**src/rds_pkg.sv**
```systemverilog
`default_nettype none
package rds_pkg;
   // ---------------------------------------------------------------
   // timing (clock is 10 MHz)
   // ---------------------------------------------------------------
   localparam int CLOCK_HZ            = 10_000_000;
   localparam int POWER_ON_DELAY_NS   = 10_000;     // nominal power-on delay
   localparam int REG_SETTLE_NS       = 10_000;     // regulator settle delay
   localparam int POWER_UP_TIMER_MS             = 64;         // power-up timer delay
   localparam int INT_RESET_NS        = 32_000;     // internal state reset time
   localparam int MONITOR_DELAY_NS    = 100_000;    // clock monitor delay
   localparam int POR_CYC    = (POWER_ON_DELAY_NS * (CLOCK_HZ / 1_000_000) + 999) / 1000;
   localparam int VREG_CYC   = (REG_SETTLE_NS * (CLOCK_HZ / 1_000_000) + 999) / 1000;
   localparam int POWER_UP_TIMER_CYC   = POWER_UP_TIMER_MS * (CLOCK_HZ / 1000);
   localparam int RST_CYC    = (INT_RESET_NS * (CLOCK_HZ / 1_000_000) + 999) / 1000;
   localparam int MON_CYC    = (MONITOR_DELAY_NS * (CLOCK_HZ / 1_000_000) + 999) / 1000;
   localparam int OST_PERIODS = 1024;               // oscillator periods counted
   localparam int OST_WIDTH   = 10;                 // start-up counter width
   localparam int CNT_W       = 20;                 // delay counter width
   // ---------------------------------------------------------------
   // registers
   // ---------------------------------------------------------------
   localparam logic [3:0] REG_STATUS   = 4'h0;      // reset flags, read/write
   localparam logic [3:0] REG_CONFIG   = 4'h1;      // clock and option config
   localparam logic [3:0] REG_OSC      = 4'h2;      // oscillator control
   localparam logic [3:0] REG_RTCCAL   = 4'h3;      // rtc calibration
   localparam logic [3:0] REG_NVM      = 4'h4;      // nvm control
   localparam logic [3:0] REG_IRQ_STAT = 4'h5;      // sticky events
   localparam logic [3:0] REG_IRQ_EN   = 4'h6;      // event enables
   localparam logic [3:0] REG_IRQ_CLR  = 4'h7;      // write-one-to-clear
   localparam logic [3:0] REG_SEQ      = 4'h8;      // sequencer state
   // status flag positions
   localparam int F_POR = 0;
   localparam int F_BOR = 1;
   localparam int F_EXT = 7;
   localparam int F_SWR = 6;
   localparam int F_WDT = 4;
   localparam int F_CM  = 9;
   localparam int F_IOP = 14;
   localparam int F_TRP = 15;
   localparam logic [15:0] STATUS_POR_VAL = 16'h0003;
   localparam logic [15:0] STATUS_IMPL    = 16'hC3FF;
   localparam logic [15:0] CONFIG_RST     = 16'h0000;
   localparam logic [15:0] RTCCAL_RST     = 16'h0000;
   localparam logic [15:0] NVM_RST        = 16'h0000;
   // clock source codes held in the config register (low three bits)
   typedef enum logic [2:0] {
      CS_EC, CS_FRC, CS_FRCDIV, CS_LOW_POWER_INTERNAL_RC, CS_PLL, CS_XTAL, CS_XTALPLL
   } rds_clk_src_type;
   localparam logic [2:0] FAST_RC_CODE = 3'h1;
endpackage
`default_nettype wire

```
**src/rds_top.sv**
```systemverilog
// Our own choices: strobed register access and the address map.
`default_nettype none
// Functional notes
// - release reset after power-on and start-up delays
// - oscillator and lock waits run alongside reset
// - power-on adds power-on delay; brown-out omits
// - start-up is regulator or power-up timer delay
// - other resets hold only internal reset time
// - start-up counter: ten bits, 1024 periods
// - added clock wait depends on clock source
// - no execution before valid clock released
// - monitor after release; fail switches to fast rc
// - crystal or pll sources add monitor delay
// - only special registers depend on reset type
// - oscillator reset value from new oscillator select; other resets with switching on take current oscillator
// - calibration and nvm registers reset by power-on only
// - any active source asserts system reset
// - power-on clears flags, sets brown-out and power-on
// - switching disabled uses configured oscillator always
module rds_top
   import rds_pkg::*;
#(
   parameter int POWER_UP_TIMER_CYCLES = rds_pkg::POWER_UP_TIMER_CYC    // shortenable power-up timer
) (
   // clocking (internal always-running timebase)
   input  wire logic        clock,
   input  wire logic        rst,
   input  wire logic        ce,
   // reset sources from pins and other clocks
   input  wire logic        power_on_in,
   input  wire logic        brown_out_in,
   input  wire logic        master_clear_pin_n,
   input  wire logic        watchdog_in,
   input  wire logic        soft_reset_in,
   input  wire logic        illegal_op_in,
   input  wire logic        uninit_w_in,
   input  wire logic        trap_conflict_in,
   input  wire logic        config_mismatch_in,
   // oscillator side
   input  wire logic        osc_tick_in,
   input  wire logic        pll_locked_in,
   input  wire logic        clock_valid_in,
   // configuration
   input  wire logic [2:0]  new_oscillator_select,
   input  wire logic        clock_switch_en,
   input  wire logic [2:0]  current_osc_in,
   // register port
   input  wire logic [3:0]  reg_addr,
   input  wire logic [15:0] reg_wdata,
   input  wire logic        reg_wr,
   input  wire logic        reg_rd,
   output logic      [15:0] reg_rdata,
   // results
   output logic             system_reset_out,
   output logic             exec_enable,
   output logic             clock_release,
   output logic             monitor_active,
   output logic             osc_fail_trap,
   output logic             select_fast_rc,
   output logic             irq
);
   import rds_pkg::*;

   // -------------------------------------------------------------
   // synchronised pins
   // -------------------------------------------------------------
   logic [11:0] pin_raw;
   logic [11:0] pin_s;
   assign pin_raw = {power_on_in, brown_out_in, ~master_clear_pin_n, watchdog_in,
                     soft_reset_in, illegal_op_in, uninit_w_in, trap_conflict_in,
                     config_mismatch_in, osc_tick_in, pll_locked_in, clock_valid_in};
   rds_sync #(.WIDTH(12)) u_sync (
      .clock (clock),
      .rst   (rst),
      .ce    (ce),
      .d     (pin_raw),
      .q     (pin_s)
   );
   logic por_s, bor_s, ext_s, wdt_s, swr_s, iop_s, uw_s, trp_s, cm_s;
   logic tick_s, lock_s, valid_s;
   assign {por_s, bor_s, ext_s, wdt_s, swr_s, iop_s, uw_s, trp_s,
           cm_s, tick_s, lock_s, valid_s} = pin_s;
   logic any_src;
   assign any_src = por_s | bor_s | ext_s | wdt_s | swr_s | iop_s | uw_s | trp_s | cm_s;

   // -------------------------------------------------------------
   // registers
   // -------------------------------------------------------------
   logic [15:0] status_q;         // reset flags
   logic [15:0] config_q;         // [2:0] clock source, [3] regulator on, [4] monitor en
   logic [15:0] osc_q;            // [14:12] current oscillator
   logic [15:0] rtccal_q;         // calibration, power-on reset only
   logic [15:0] nvm_q;            // nvm control, power-on reset only
   logic [3:0]  irq_stat_q;       // sticky events
   logic [3:0]  irq_en_q;         // event enables
   logic        por_seen_q;       // last reset was power-on class
   logic        bor_seen_q;       // last reset was brown-out
   rds_clk_src_type src;
   logic        reg_on;
   logic        mon_en;
   assign src    = rds_clk_src_type'(config_q[2:0]);
   assign reg_on = config_q[3];
   assign mon_en = config_q[4];

   // -------------------------------------------------------------
   // sequencer
   // -------------------------------------------------------------
   typedef enum logic [2:0] {
      SQ_HOLD, SQ_POWER_ON, SQ_STARTUP, SQ_INTERNAL, SQ_MONITOR_WAIT, SQ_RUN
   } rds_seq_type;
   rds_seq_type     seq_q;
   logic [CNT_W-1:0] cnt_q;
   logic [OST_WIDTH-1:0] ost_q;   // oscillator start-up counter
   logic            ost_done_q;
   logic            tick_d1_q;
   logic            need_ost, need_lock, need_mon;
   logic            clk_ok;
   logic            osc_released;

   assign need_ost  = por_seen_q && (src == CS_XTAL || src == CS_XTALPLL);
   assign need_lock = por_seen_q && (src == CS_PLL || src == CS_XTALPLL);
   assign need_mon  = src == CS_PLL || src == CS_XTAL || src == CS_XTALPLL;
   assign clk_ok    = (!need_ost || ost_done_q) && (!need_lock || lock_s);
   assign osc_released = clk_ok;

   // sequencer counts on the internal timebase, not the oscillator
   always_ff @(posedge clock)
   begin
      if (rst)
      begin
         seq_q <= SQ_HOLD;
         cnt_q <= '0;
      end
      else if (ce)
      begin
         if (any_src)
         begin
            seq_q <= SQ_HOLD;
            cnt_q <= '0;
         end
         else
         begin
            unique case (seq_q)
               SQ_HOLD:
               begin
                  cnt_q <= '0;
                  if (por_seen_q && !bor_seen_q)
                     seq_q <= SQ_POWER_ON;
                  else if (por_seen_q)
                     seq_q <= SQ_STARTUP;                        // brown-out skips
                  else
                     seq_q <= SQ_INTERNAL;
               end
               SQ_POWER_ON:
                  if (cnt_q >= CNT_W'(POR_CYC - 1))
                  begin
                     seq_q <= SQ_STARTUP;
                     cnt_q <= '0;
                  end
                  else
                     cnt_q <= cnt_q + 1'b1;
               SQ_STARTUP:
                  // regulator settle or power-up timer
                  if (cnt_q >= (reg_on ? CNT_W'(VREG_CYC - 1) : CNT_W'(POWER_UP_TIMER_CYCLES - 1)))
                  begin
                     seq_q <= SQ_INTERNAL;
                     cnt_q <= '0;
                  end
                  else
                     cnt_q <= cnt_q + 1'b1;
               SQ_INTERNAL:
                  if (cnt_q >= CNT_W'(RST_CYC - 1))
                  begin
                     seq_q <= (por_seen_q && need_mon) ? SQ_MONITOR_WAIT : SQ_RUN;
                     cnt_q <= '0;
                  end
                  else
                     cnt_q <= cnt_q + 1'b1;
               SQ_MONITOR_WAIT:
                  if (cnt_q >= CNT_W'(MON_CYC - 1))
                  begin
                     seq_q <= SQ_RUN;
                     cnt_q <= '0;
                  end
                  else
                     cnt_q <= cnt_q + 1'b1;
               SQ_RUN:
                  cnt_q <= '0;
            endcase
         end
      end
   end

   // oscillator start-up counter runs in parallel with the reset delay
   always_ff @(posedge clock)
   begin
      if (rst)
      begin
         ost_q      <= '0;
         ost_done_q <= 1'b0;
         tick_d1_q  <= 1'b0;
      end
      else if (ce)
      begin
         tick_d1_q <= tick_s;
         if (por_s || bor_s)
         begin
            ost_q      <= '0;
            ost_done_q <= 1'b0;
         end
         else if (tick_s && !tick_d1_q && !ost_done_q)
         begin
            ost_q <= ost_q + 1'b1;
            if (ost_q == OST_WIDTH'(OST_PERIODS - 1))
               ost_done_q <= 1'b1;                               // 1024th period
         end
      end
   end

   // reset class capture: brown-out also marks power-on class
   always_ff @(posedge clock)
   begin
      if (rst)
      begin
         por_seen_q <= 1'b1;
         bor_seen_q <= 1'b0;
      end
      else if (ce)
      begin
         if (por_s)
         begin
            por_seen_q <= 1'b1;
            bor_seen_q <= 1'b0;
         end
         else if (bor_s)
         begin
            por_seen_q <= 1'b1;
            bor_seen_q <= 1'b1;
         end
         else if (any_src)
         begin
            por_seen_q <= 1'b0;
            bor_seen_q <= 1'b0;
         end
      end
   end

   // -------------------------------------------------------------
   // outputs
   // -------------------------------------------------------------
   always_ff @(posedge clock)
   begin
      if (rst)
      begin
         system_reset_out <= 1'b1;
         exec_enable      <= 1'b0;
         clock_release    <= 1'b0;
         monitor_active   <= 1'b0;
         osc_fail_trap    <= 1'b0;
         select_fast_rc   <= 1'b0;
      end
      else if (ce)
      begin
         // released only once power-on, start-up and internal delays end
         system_reset_out <= any_src || seq_q == SQ_HOLD || seq_q == SQ_POWER_ON
                             || seq_q == SQ_STARTUP || seq_q == SQ_INTERNAL;
         clock_release    <= osc_released;
         exec_enable      <= !any_src && (seq_q == SQ_MONITOR_WAIT || seq_q == SQ_RUN)
                             && osc_released;
         monitor_active   <= !any_src && mon_en && seq_q == SQ_RUN;
         if (any_src)
         begin
            osc_fail_trap  <= 1'b0;
            select_fast_rc <= 1'b0;
         end
         else if (mon_en && seq_q == SQ_RUN && !valid_s)
         begin
            osc_fail_trap  <= 1'b1;
            select_fast_rc <= 1'b1;
         end
      end
   end

   // -------------------------------------------------------------
   // status flags: hardware set wins over software write
   // -------------------------------------------------------------
   always_ff @(posedge clock)
   begin
      if (rst)
         status_q <= STATUS_POR_VAL;
      else if (ce)
      begin
         if (por_s)
            status_q <= STATUS_POR_VAL;
         else
         begin
            if (reg_wr && reg_addr == REG_STATUS)
               status_q <= reg_wdata & STATUS_IMPL;
            if (bor_s)
               status_q[F_BOR] <= 1'b1;
            if (ext_s)
               status_q[F_EXT] <= 1'b1;
            if (wdt_s)
               status_q[F_WDT] <= 1'b1;
            if (swr_s)
               status_q[F_SWR] <= 1'b1;
            if (cm_s)
               status_q[F_CM] <= 1'b1;
            if (iop_s || uw_s)
               status_q[F_IOP] <= 1'b1;
            if (trp_s)
               status_q[F_TRP] <= 1'b1;
         end
      end
   end

   // config: ordinary reset value for every reset type
   always_ff @(posedge clock)
   begin
      if (rst)
         config_q <= CONFIG_RST;
      else if (ce)
      begin
         if (any_src)
            config_q <= CONFIG_RST;
         else if (reg_wr && reg_addr == REG_CONFIG)
            config_q <= reg_wdata;
      end
   end

   // oscillator control: reset value from select bits and reset type
   always_ff @(posedge clock)
   begin
      if (rst)
         osc_q <= {1'b0, new_oscillator_select, 12'h000};
      else if (ce)
      begin
         if (por_s || bor_s || !clock_switch_en)
            osc_q <= {1'b0, new_oscillator_select, 12'h000};
         else if (any_src)
            osc_q <= {1'b0, current_osc_in, 12'h000};
         else if (select_fast_rc)
            osc_q[14:12] <= FAST_RC_CODE;
         else if (reg_wr && reg_addr == REG_OSC)
            osc_q <= reg_wdata;
      end
   end

   // calibration and nvm control survive all but power-on
   always_ff @(posedge clock)
   begin
      if (rst)
      begin
         rtccal_q <= RTCCAL_RST;
         nvm_q    <= NVM_RST;
      end
      else if (ce)
      begin
         if (por_s)
         begin
            rtccal_q <= RTCCAL_RST;
            nvm_q    <= NVM_RST;
         end
         else if (reg_wr && reg_addr == REG_RTCCAL)
            rtccal_q <= reg_wdata;
         else if (reg_wr && reg_addr == REG_NVM)
            nvm_q <= reg_wdata;
      end
   end

   // -------------------------------------------------------------
   // interrupts: 0 reset released, 1 clock released, 2 clock fail, 3 reset seen
   // -------------------------------------------------------------
   logic [3:0] ev;
   // clock fail taken from the trap's own set condition, as trap and fast rc rise together
   assign ev = {any_src,
                ~any_src & mon_en & (seq_q == SQ_RUN) & ~valid_s & ~osc_fail_trap,
                osc_released & ~clock_release,
                system_reset_out & ~any_src
                & (seq_q == SQ_RUN || seq_q == SQ_MONITOR_WAIT)};
   always_ff @(posedge clock)
   begin
      if (rst)
      begin
         irq_stat_q <= 4'h0;
         irq_en_q   <= 4'h0;
         irq        <= 1'b0;
      end
      else if (ce)
      begin
         // set beats clear in the same cycle
         irq_stat_q <= (irq_stat_q & ~((reg_wr && reg_addr == REG_IRQ_CLR) ?
                        reg_wdata[3:0] : 4'h0)) | ev;
         if (reg_wr && reg_addr == REG_IRQ_EN)
            irq_en_q <= reg_wdata[3:0];
         irq <= |(irq_stat_q & irq_en_q);
      end
   end

   // -------------------------------------------------------------
   // read port, data one cycle after strobe
   // -------------------------------------------------------------
   always_ff @(posedge clock)
   begin
      if (rst)
         reg_rdata <= 16'h0000;
      else if (ce)
      begin
         if (reg_rd)
         begin
            unique case (reg_addr)
               REG_STATUS:   reg_rdata <= status_q;
               REG_CONFIG:   reg_rdata <= config_q;
               REG_OSC:      reg_rdata <= osc_q;
               REG_RTCCAL:   reg_rdata <= rtccal_q;
               REG_NVM:      reg_rdata <= nvm_q;
               REG_IRQ_STAT: reg_rdata <= {12'h000, irq_stat_q};
               REG_IRQ_EN:   reg_rdata <= {12'h000, irq_en_q};
               REG_SEQ:      reg_rdata <= {5'h00, ost_done_q, 7'h00, 3'(seq_q)};
               default:      reg_rdata <= 16'h0000;               // unmapped, write-only
            endcase
         end
         else
            reg_rdata <= 16'h0000;
      end
   end
endmodule
`default_nettype wire

```
**src/rds_sync.sv**
```systemverilog
`default_nettype none
// two-flop synchroniser for a vector of pin levels
module rds_sync #(
   parameter int WIDTH = 1
) (
   // clocking
   input  wire logic             clock,
   input  wire logic             rst,
   input  wire logic             ce,
   // data
   input  wire logic [WIDTH-1:0] d,
   output logic      [WIDTH-1:0] q
);
   logic [WIDTH-1:0] meta_q;                // first stage, read only by q
   // -------------------------------------------------------------
   // two stages
   // -------------------------------------------------------------
   always_ff @(posedge clock)
   begin
      if (rst)
      begin
         meta_q <= '0;
         q      <= '0;
      end
      else if (ce)
      begin
         meta_q <= d;
         q      <= meta_q;
      end
   end
endmodule
`default_nettype wire

```
**config.mk**
```make
export PLATFORM = sky130hd
export DESIGN_NAME = rds_top
export DESIGN_NICKNAME = d
export VERILOG_FILES = /design/src/rds_pkg.sv /design/src/rds_top.sv /design/src/rds_sync.sv
export SDC_FILE = /design/constraint.sdc
export NUM_CORES = 1
export LEC_CHECK = 0
export BUFFER_PORTS_ARGS = -buffer_cell sky130_fd_sc_hd__buf_2
export CAP_MARGIN = 20
export CORE_MARGIN = 4
export CORE_UTILIZATION = 44
export DETAILED_ROUTE_END_ITERATION = 12
export REMOVE_ABC_BUFFERS = 1
export SLEW_MARGIN = 15
export SYNTH_ARGS = -nofsm -noshare
export SYNTH_HDL_FRONTEND = slang
export SYNTH_HIERARCHICAL = 1
export SYNTH_SLANG_ARGS = --single-unit
```
**constraint.sdc**
```tcl
create_clock -name clock -period 4.4 [get_ports clock]
set_input_delay 0.88 -clock clock [delete_from_list [all_inputs] [get_ports clock]]
set_output_delay 0.88 -clock clock [all_outputs]
set_load 0.02 [all_outputs]
```
==> Yosys cells after proc, flatten, opt, wreduce, memory -nomap -nowiden <==
Index checks and enable logic that the tools add are counted.
{ "classes": {"n_addsub": 2, "multipliers": 0, "div_mod_pow": 0, "magnitude_cmp": 4, "eq_ne": 23, "shifts": 0, "n_mux": 54, "bitwise_logic": 24, "n_reduce_logical": 84} }
{ "op_table": {"columns": ["cell", "count"], "rows": [
  ["16-bit two-way mux", 13],
  ["16-bit one-hot mux with 8 select lines", 1],
  ["20-bit two-way mux", 6],
  ["20-bit one-hot mux with 5 select lines", 1],
  ["15-bit two-way mux", 2],
  ["2-bit AND reduction", 15],
  ["3-bit nonzero test", 9],
  ["20-bit by 1-bit adder with 20-bit output, second input constant", 1],
  ["20-bit by 10-bit >= comparator with 1-bit output, second input constant", 1],
  ["20-bit >= comparator", 1],
  ["20-bit by 7-bit >= comparator with 1-bit output, second input constant", 1],
  ["20-bit by 9-bit >= comparator with 1-bit output, second input constant", 1],
  ["1-bit logical AND", 20],
  ["10-bit two-way mux", 2],
  ["1-bit two-way mux", 19],
  ["3-bit two-way mux", 6],
  ["4-bit by 3-bit == test with 1-bit output, second input constant", 4],
  ["2-bit nonzero test", 8],
  ["3-bit == test, second input constant", 5],
  ["3-bit one-hot mux with 5 select lines", 1],
  ["1-bit logical OR", 14],
  ["12-bit two-way mux", 1],
  ["3-bit inequality test, second input constant", 4],
  ["10-bit by 1-bit adder with 10-bit output, second input constant", 1],
  ["25 further kinds", 54]
]} }
{ "word_totals": {"ff_bits": 171, "latchBits": 0, "ramBits": 0, "rom_bits": 0, "inputBits": 44, "output_inout_bits": 23, "elab_cells": 222, "mem_count": 0} }

==> Longest topological paths before layout <==
{ "logic_depth": {"word_depth": 14, "depth_mapped": 9, "ltp_nobuf": 7} }

==> By module <==
Netlist, hierarchy kept.
{ "modules_own_cells": {"columns": ["mod", "n_inst", "cells_per_inst", "area_each_um2", "seq_area_each_um2"], "rows": [
  ["rds_top", 1, 866, 7130.6, 2892.8],
  ["rds_sync", 1, 77, 869.6, 480.5]
]} }

==> Least setup slack after synthesis <==
OpenSTA, ideal clock, no wires.
{ "synth_timing": {"path_type": "input-to-reg", "from": "input port reg_addr[3]", "to": "register status_q[15]", "setup_ns": 0.115, "t_arrival_ns": 2.379, "required_time_ns": 4.285, "path_slack_ns": 1.906, "stages": 8, "path_buffers": 2, "path_cell_list": "buf_2 -> or2_2 -> clkbuf_1 -> nor3_1 -> nand3_1 -> nor3_1 -> o21ai_0 -> and3_1"} }
{ "synth_via": {"elab_chain_len": 4} }
{ "synth_lines": {"columns": ["item", "line_no", "text"], "rows": [
  ["from (decl)", "rds_top.sv:48", "input wire logic [3:0] reg_addr,"],
  ["4-bit zero test", "rds_top.sv:297", "if (reg_wr && reg_addr == REG_STATUS)"],
  ["1-bit logical AND", "rds_top.sv:297", null],
  ["3-bit nonzero test (no source line)", null, null],
  ["2-bit AND reduction (no source line)", null, null],
  ["to (signal assigned)", "rds_top.sv:298", "status_q <= reg_wdata & STATUS_IMPL;"],
  ["to (decl)", "rds_top.sv:89", "logic [15:0] status_q;"]
]} }
Every way passes these cells.
A chain may end at the register's enable or synchronous reset.

==> Final worst setup path <==
{ "layout_timing": {"from": "input port reg_addr[2]", "to": "register nvm_q[8]"} }
{ "layout_via": {"elab_chain_len": 4, "word_cells_on_any_way": 7, "cone_classes": "eq/ne: 3; reduce/logical: 4"} }
{ "layout_lines": {"columns": ["item", "line_no", "text"], "rows": [
  ["4-bit by 2-bit == test with 1-bit output / 4-bit by 3-bit == test with 1-bit output (equally long branches)", "rds_top.sv:364, rds_top.sv:366", null],
  ["1-bit logical AND, on equally long branches", "rds_top.sv:364, rds_top.sv:366", null],
  ["2-bit by 1-bit inequality test with 1-bit output (no source line) / 2-bit nonzero test (equally long branches)", null, null],
  ["3-bit AND reduction (no source line) (*)", null, null],
  ["to (signal assigned)", "rds_top.sv:367", "nvm_q <= reg_wdata;"],
  ["to (decl)", "rds_top.sv:93", "logic [15:0] nvm_q;"]
]} }
Every way passes the cells marked *; elsewhere a longest branch is shown, timed or not.

==> run_results.csv <==
group,metric,value,unit
global_route,grt-ovfl-total,0,
clock_network,cts.root.buffer_cell,"clkbuf_16",
power,p_leak,0.00349,µW
power,vdd_drop_max,0.000373,V
synth,avgSynthCellArea,8.48,µm²
routing,wirelength,22700,µm
worst_setup_path,cp-end-kind,"flop",
global_route,grt_max_degree,65,
routing,antenna_left,0,
synth,synth_area_leaders,"dfxtp_1 (41%), a22oi_1 (8.4%), nor2_1 (6.3%)",
floorplanning,dieArea,0.0204,mm²
clock_network,cts.htree.levels,4,
synth,netlist_area,0.00800,mm²
synth,syn_inst,943,
worst_setup_path,critPathLaunchType,"primary input",
synth,synth-seq-cells,167,
timing,period_needed,2920,ps
final_layout,nets,1032,
placement,portBuffers,66,
timing,holdWs,456,ps
synth,synthArstFlopShare,0,
timing,hold_viol,0,
worst_setup_path,regToRegSetupSlack,1590,ps
timing,setup_violations,0,
timing,clock.fmax,342,MHz
clock_network,cts_tree,"built",
final_layout,register_area,0.00337,mm²
synth,synth_seq_area_share,0.422,
clock_network,cts_made_buffers,17,
final_layout,num_antenna_cells,0,
routing,drt_iter0_markers,457,
global_route,track_usage,0.228,
routing,routed_via_density,5.82,
clock_network,ctsHoldBuffers,0,
clock_network,cts_resized,0,
timing,slew_viol_final,0,
synth,synth_top_area_frac,0.410,
synth,yosysTopAreaCell,"dfxtp_1",
routing,firstDrtPassIters,5,
timing,finalCritPeriodShare,0.664,
clock_network,clkSlewWorstSetupHoldPaths,70,ps
synth,synth_top_flop_cell,"dfxtp_1",
timing,final.setup.tns,0,ps
floorplanning,die_w,143,µm
power,pwr_density_cell,382,mW/mm²
clock_network,cts_sinks,167,
placement,dp_hpwl,15100,µm
timing,worst_pin_slew,1040,ps
routing,routedWlPerCell,18.7,µm
clock_network,clockBufferDepth,2,
timing,relSlewSlack,0.302,
final_layout,layout-drive-gt1-share,0.143,
placement,place_ws,1080,ps
clock_network,clk_latency,430,ps
global_route,antenna_found_initial,0,
clock_network,post_cts.repair.setup_buffers,0,
routing,vias,7094,
placement,gp_congestion,0.851,
final_layout,area_growth,12.5,%
floorplanning,start_util,0.447,
timing,finalWorstSetupSlack,1480,ps
timing,fin_skew,7.27,ps
job,maxCapViolations,0,
worst_setup_path,crit_fanout,19,
floorplanning,ios,67,
floorplanning,core.rowCount,49,
routing,drc,0,
run_status,status,"complete, no violations",
worst_setup_path,critPathArrivalTime,3280,ps
floorplanning,die_y,143,µm
final_layout,num-fill-cells,1729,
placement,dp.cells,1186,
final_layout,multi_input_area,0.00427,mm²
floorplanning,core,0.0179,mm²
timing,rsz0062_at_grt,"false",
worst_setup_path,critPathKind,"in -> reg",
synth,synth-edff-count,3,
global_route,grt_pass1_vias,6804,
final_layout,fin_util,0.503,
hold_path,min-delay-path-class,"reg -> reg",
synth,ys_types,74,
worst_setup_path,critPathRequiredTime,4760,ps
final_layout,final_cells,1218,
global_route,grt_pass1_wl,36900,µm
synth,synth_warnings,6,
critical path, cell delays in order:
cell     delay, ps
buf_2          290
nor4b_2        670
buf_4          300
nor3b_2        850
a22oi_1        160
nor2_1         130
synth_stat cells (12+ instances only):
cell type and number:
a21oi_1 53, clkbuf_1 39, dfxtp_1 164, nand3_1 36, o221ai_1 13, ha_1 12, nor2_1 135, buf_2 16
mux2i_1 38, nand2_1 103, nor2b_1 12, a22oi_1 89, nor3_1 20, o21ai_0 44
cell usage in the layout, fill, tap and decap left out, types with 6 or more instances in the layout:
cell         n
clkbuf_16   18
nor3b_1     11
nor2_1     135
nand3_1     36
nand4_1      8
nor2b_1     12
xnor2_1      6
buf_2       65
mux2i_1     38
and3_1      11
o21ai_0     44
mux2_2      10
nor4_1       9
and2_1       7
nand2_1    103
ha_1        12
dfxtp_1    164
a32oi_1      7
o221ai_1    13
a21oi_1     53
nor3_1      19
a22oi_1     89
buf_4       18
sequential cells by signal, indices dropped and copies added, names as in the netlist, 10 cells and up:
name,flops
reg_rdata,16
cnt_q,20
status_q,12
nvm_q,16
u_sync/q,12
u_sync/meta_q,12
osc_q,16
rtccal_q,16
config_q,16
ost_q,10
path summary, 6_finish.rpt:
kind	from	to	cells past startpoint
max	reg_addr[2]	nvm_q[8]	6
max reg2reg	config_q[3]	cnt_q[11]	7
min reg2reg	osc_q[9]	osc_q[9]	2
min	osc_q[9]	osc_q[9]	2
cell type report:
cell class / instances / area share
repair buffers: 83 / 0.0511
multi-input cells: 701 / 0.474
clock buffers: 21 / 0.0524
flip-flops and latches: 167 / 0.375
clock inverters: 11 / 0.0135
inverters: 6 / 0.00250
well taps: 229 / 0.0318
report_power, final:
| group | internal, µW | switching [µW] | total, µW |
|---|---|---|---|
| Combinational | 112 | 228 | 340 |
| Sequential | 1550 | 36.1 | 1590 |
| Clock | 884 | 623 | 1510 |
| Total | 2550 | 887 | 3430 |
metal layers:
metal	vias up	wire length [µm]	GRT usage
met5	-	0	0
met4	0	391	0.0695
met3	30	1120	0.0402
met2	207	10900	0.379
met1	3345	10400	0.305
li1	3512	-	-
cells by family (layout without fill, tap and decap cells):
group                    after synthesis  after routing  synth area share
AO/OA/AOI/OAI                        252            252             0.214
XOR/XNOR                               8              8           0.00876
adder cells (fa/ha/maj)               12             12            0.0188
buffers and inverters                 75            121            0.0457
flip-flops                           167            167             0.422
multiplexers                          48             48            0.0616
AND/OR/NAND/NOR                      381            381             0.229
stage by stage:
stage | power (µW) | area, µm²
CTS | 3460 | 9000
finish | 3430 | 9000
detailed placement | 1960 | 8410
floorplan | 1790 | 7660
global route | 3560 | 9000
global placement | 1960 | 8410
Note: power is estimated with default switching activity, not from simulation.
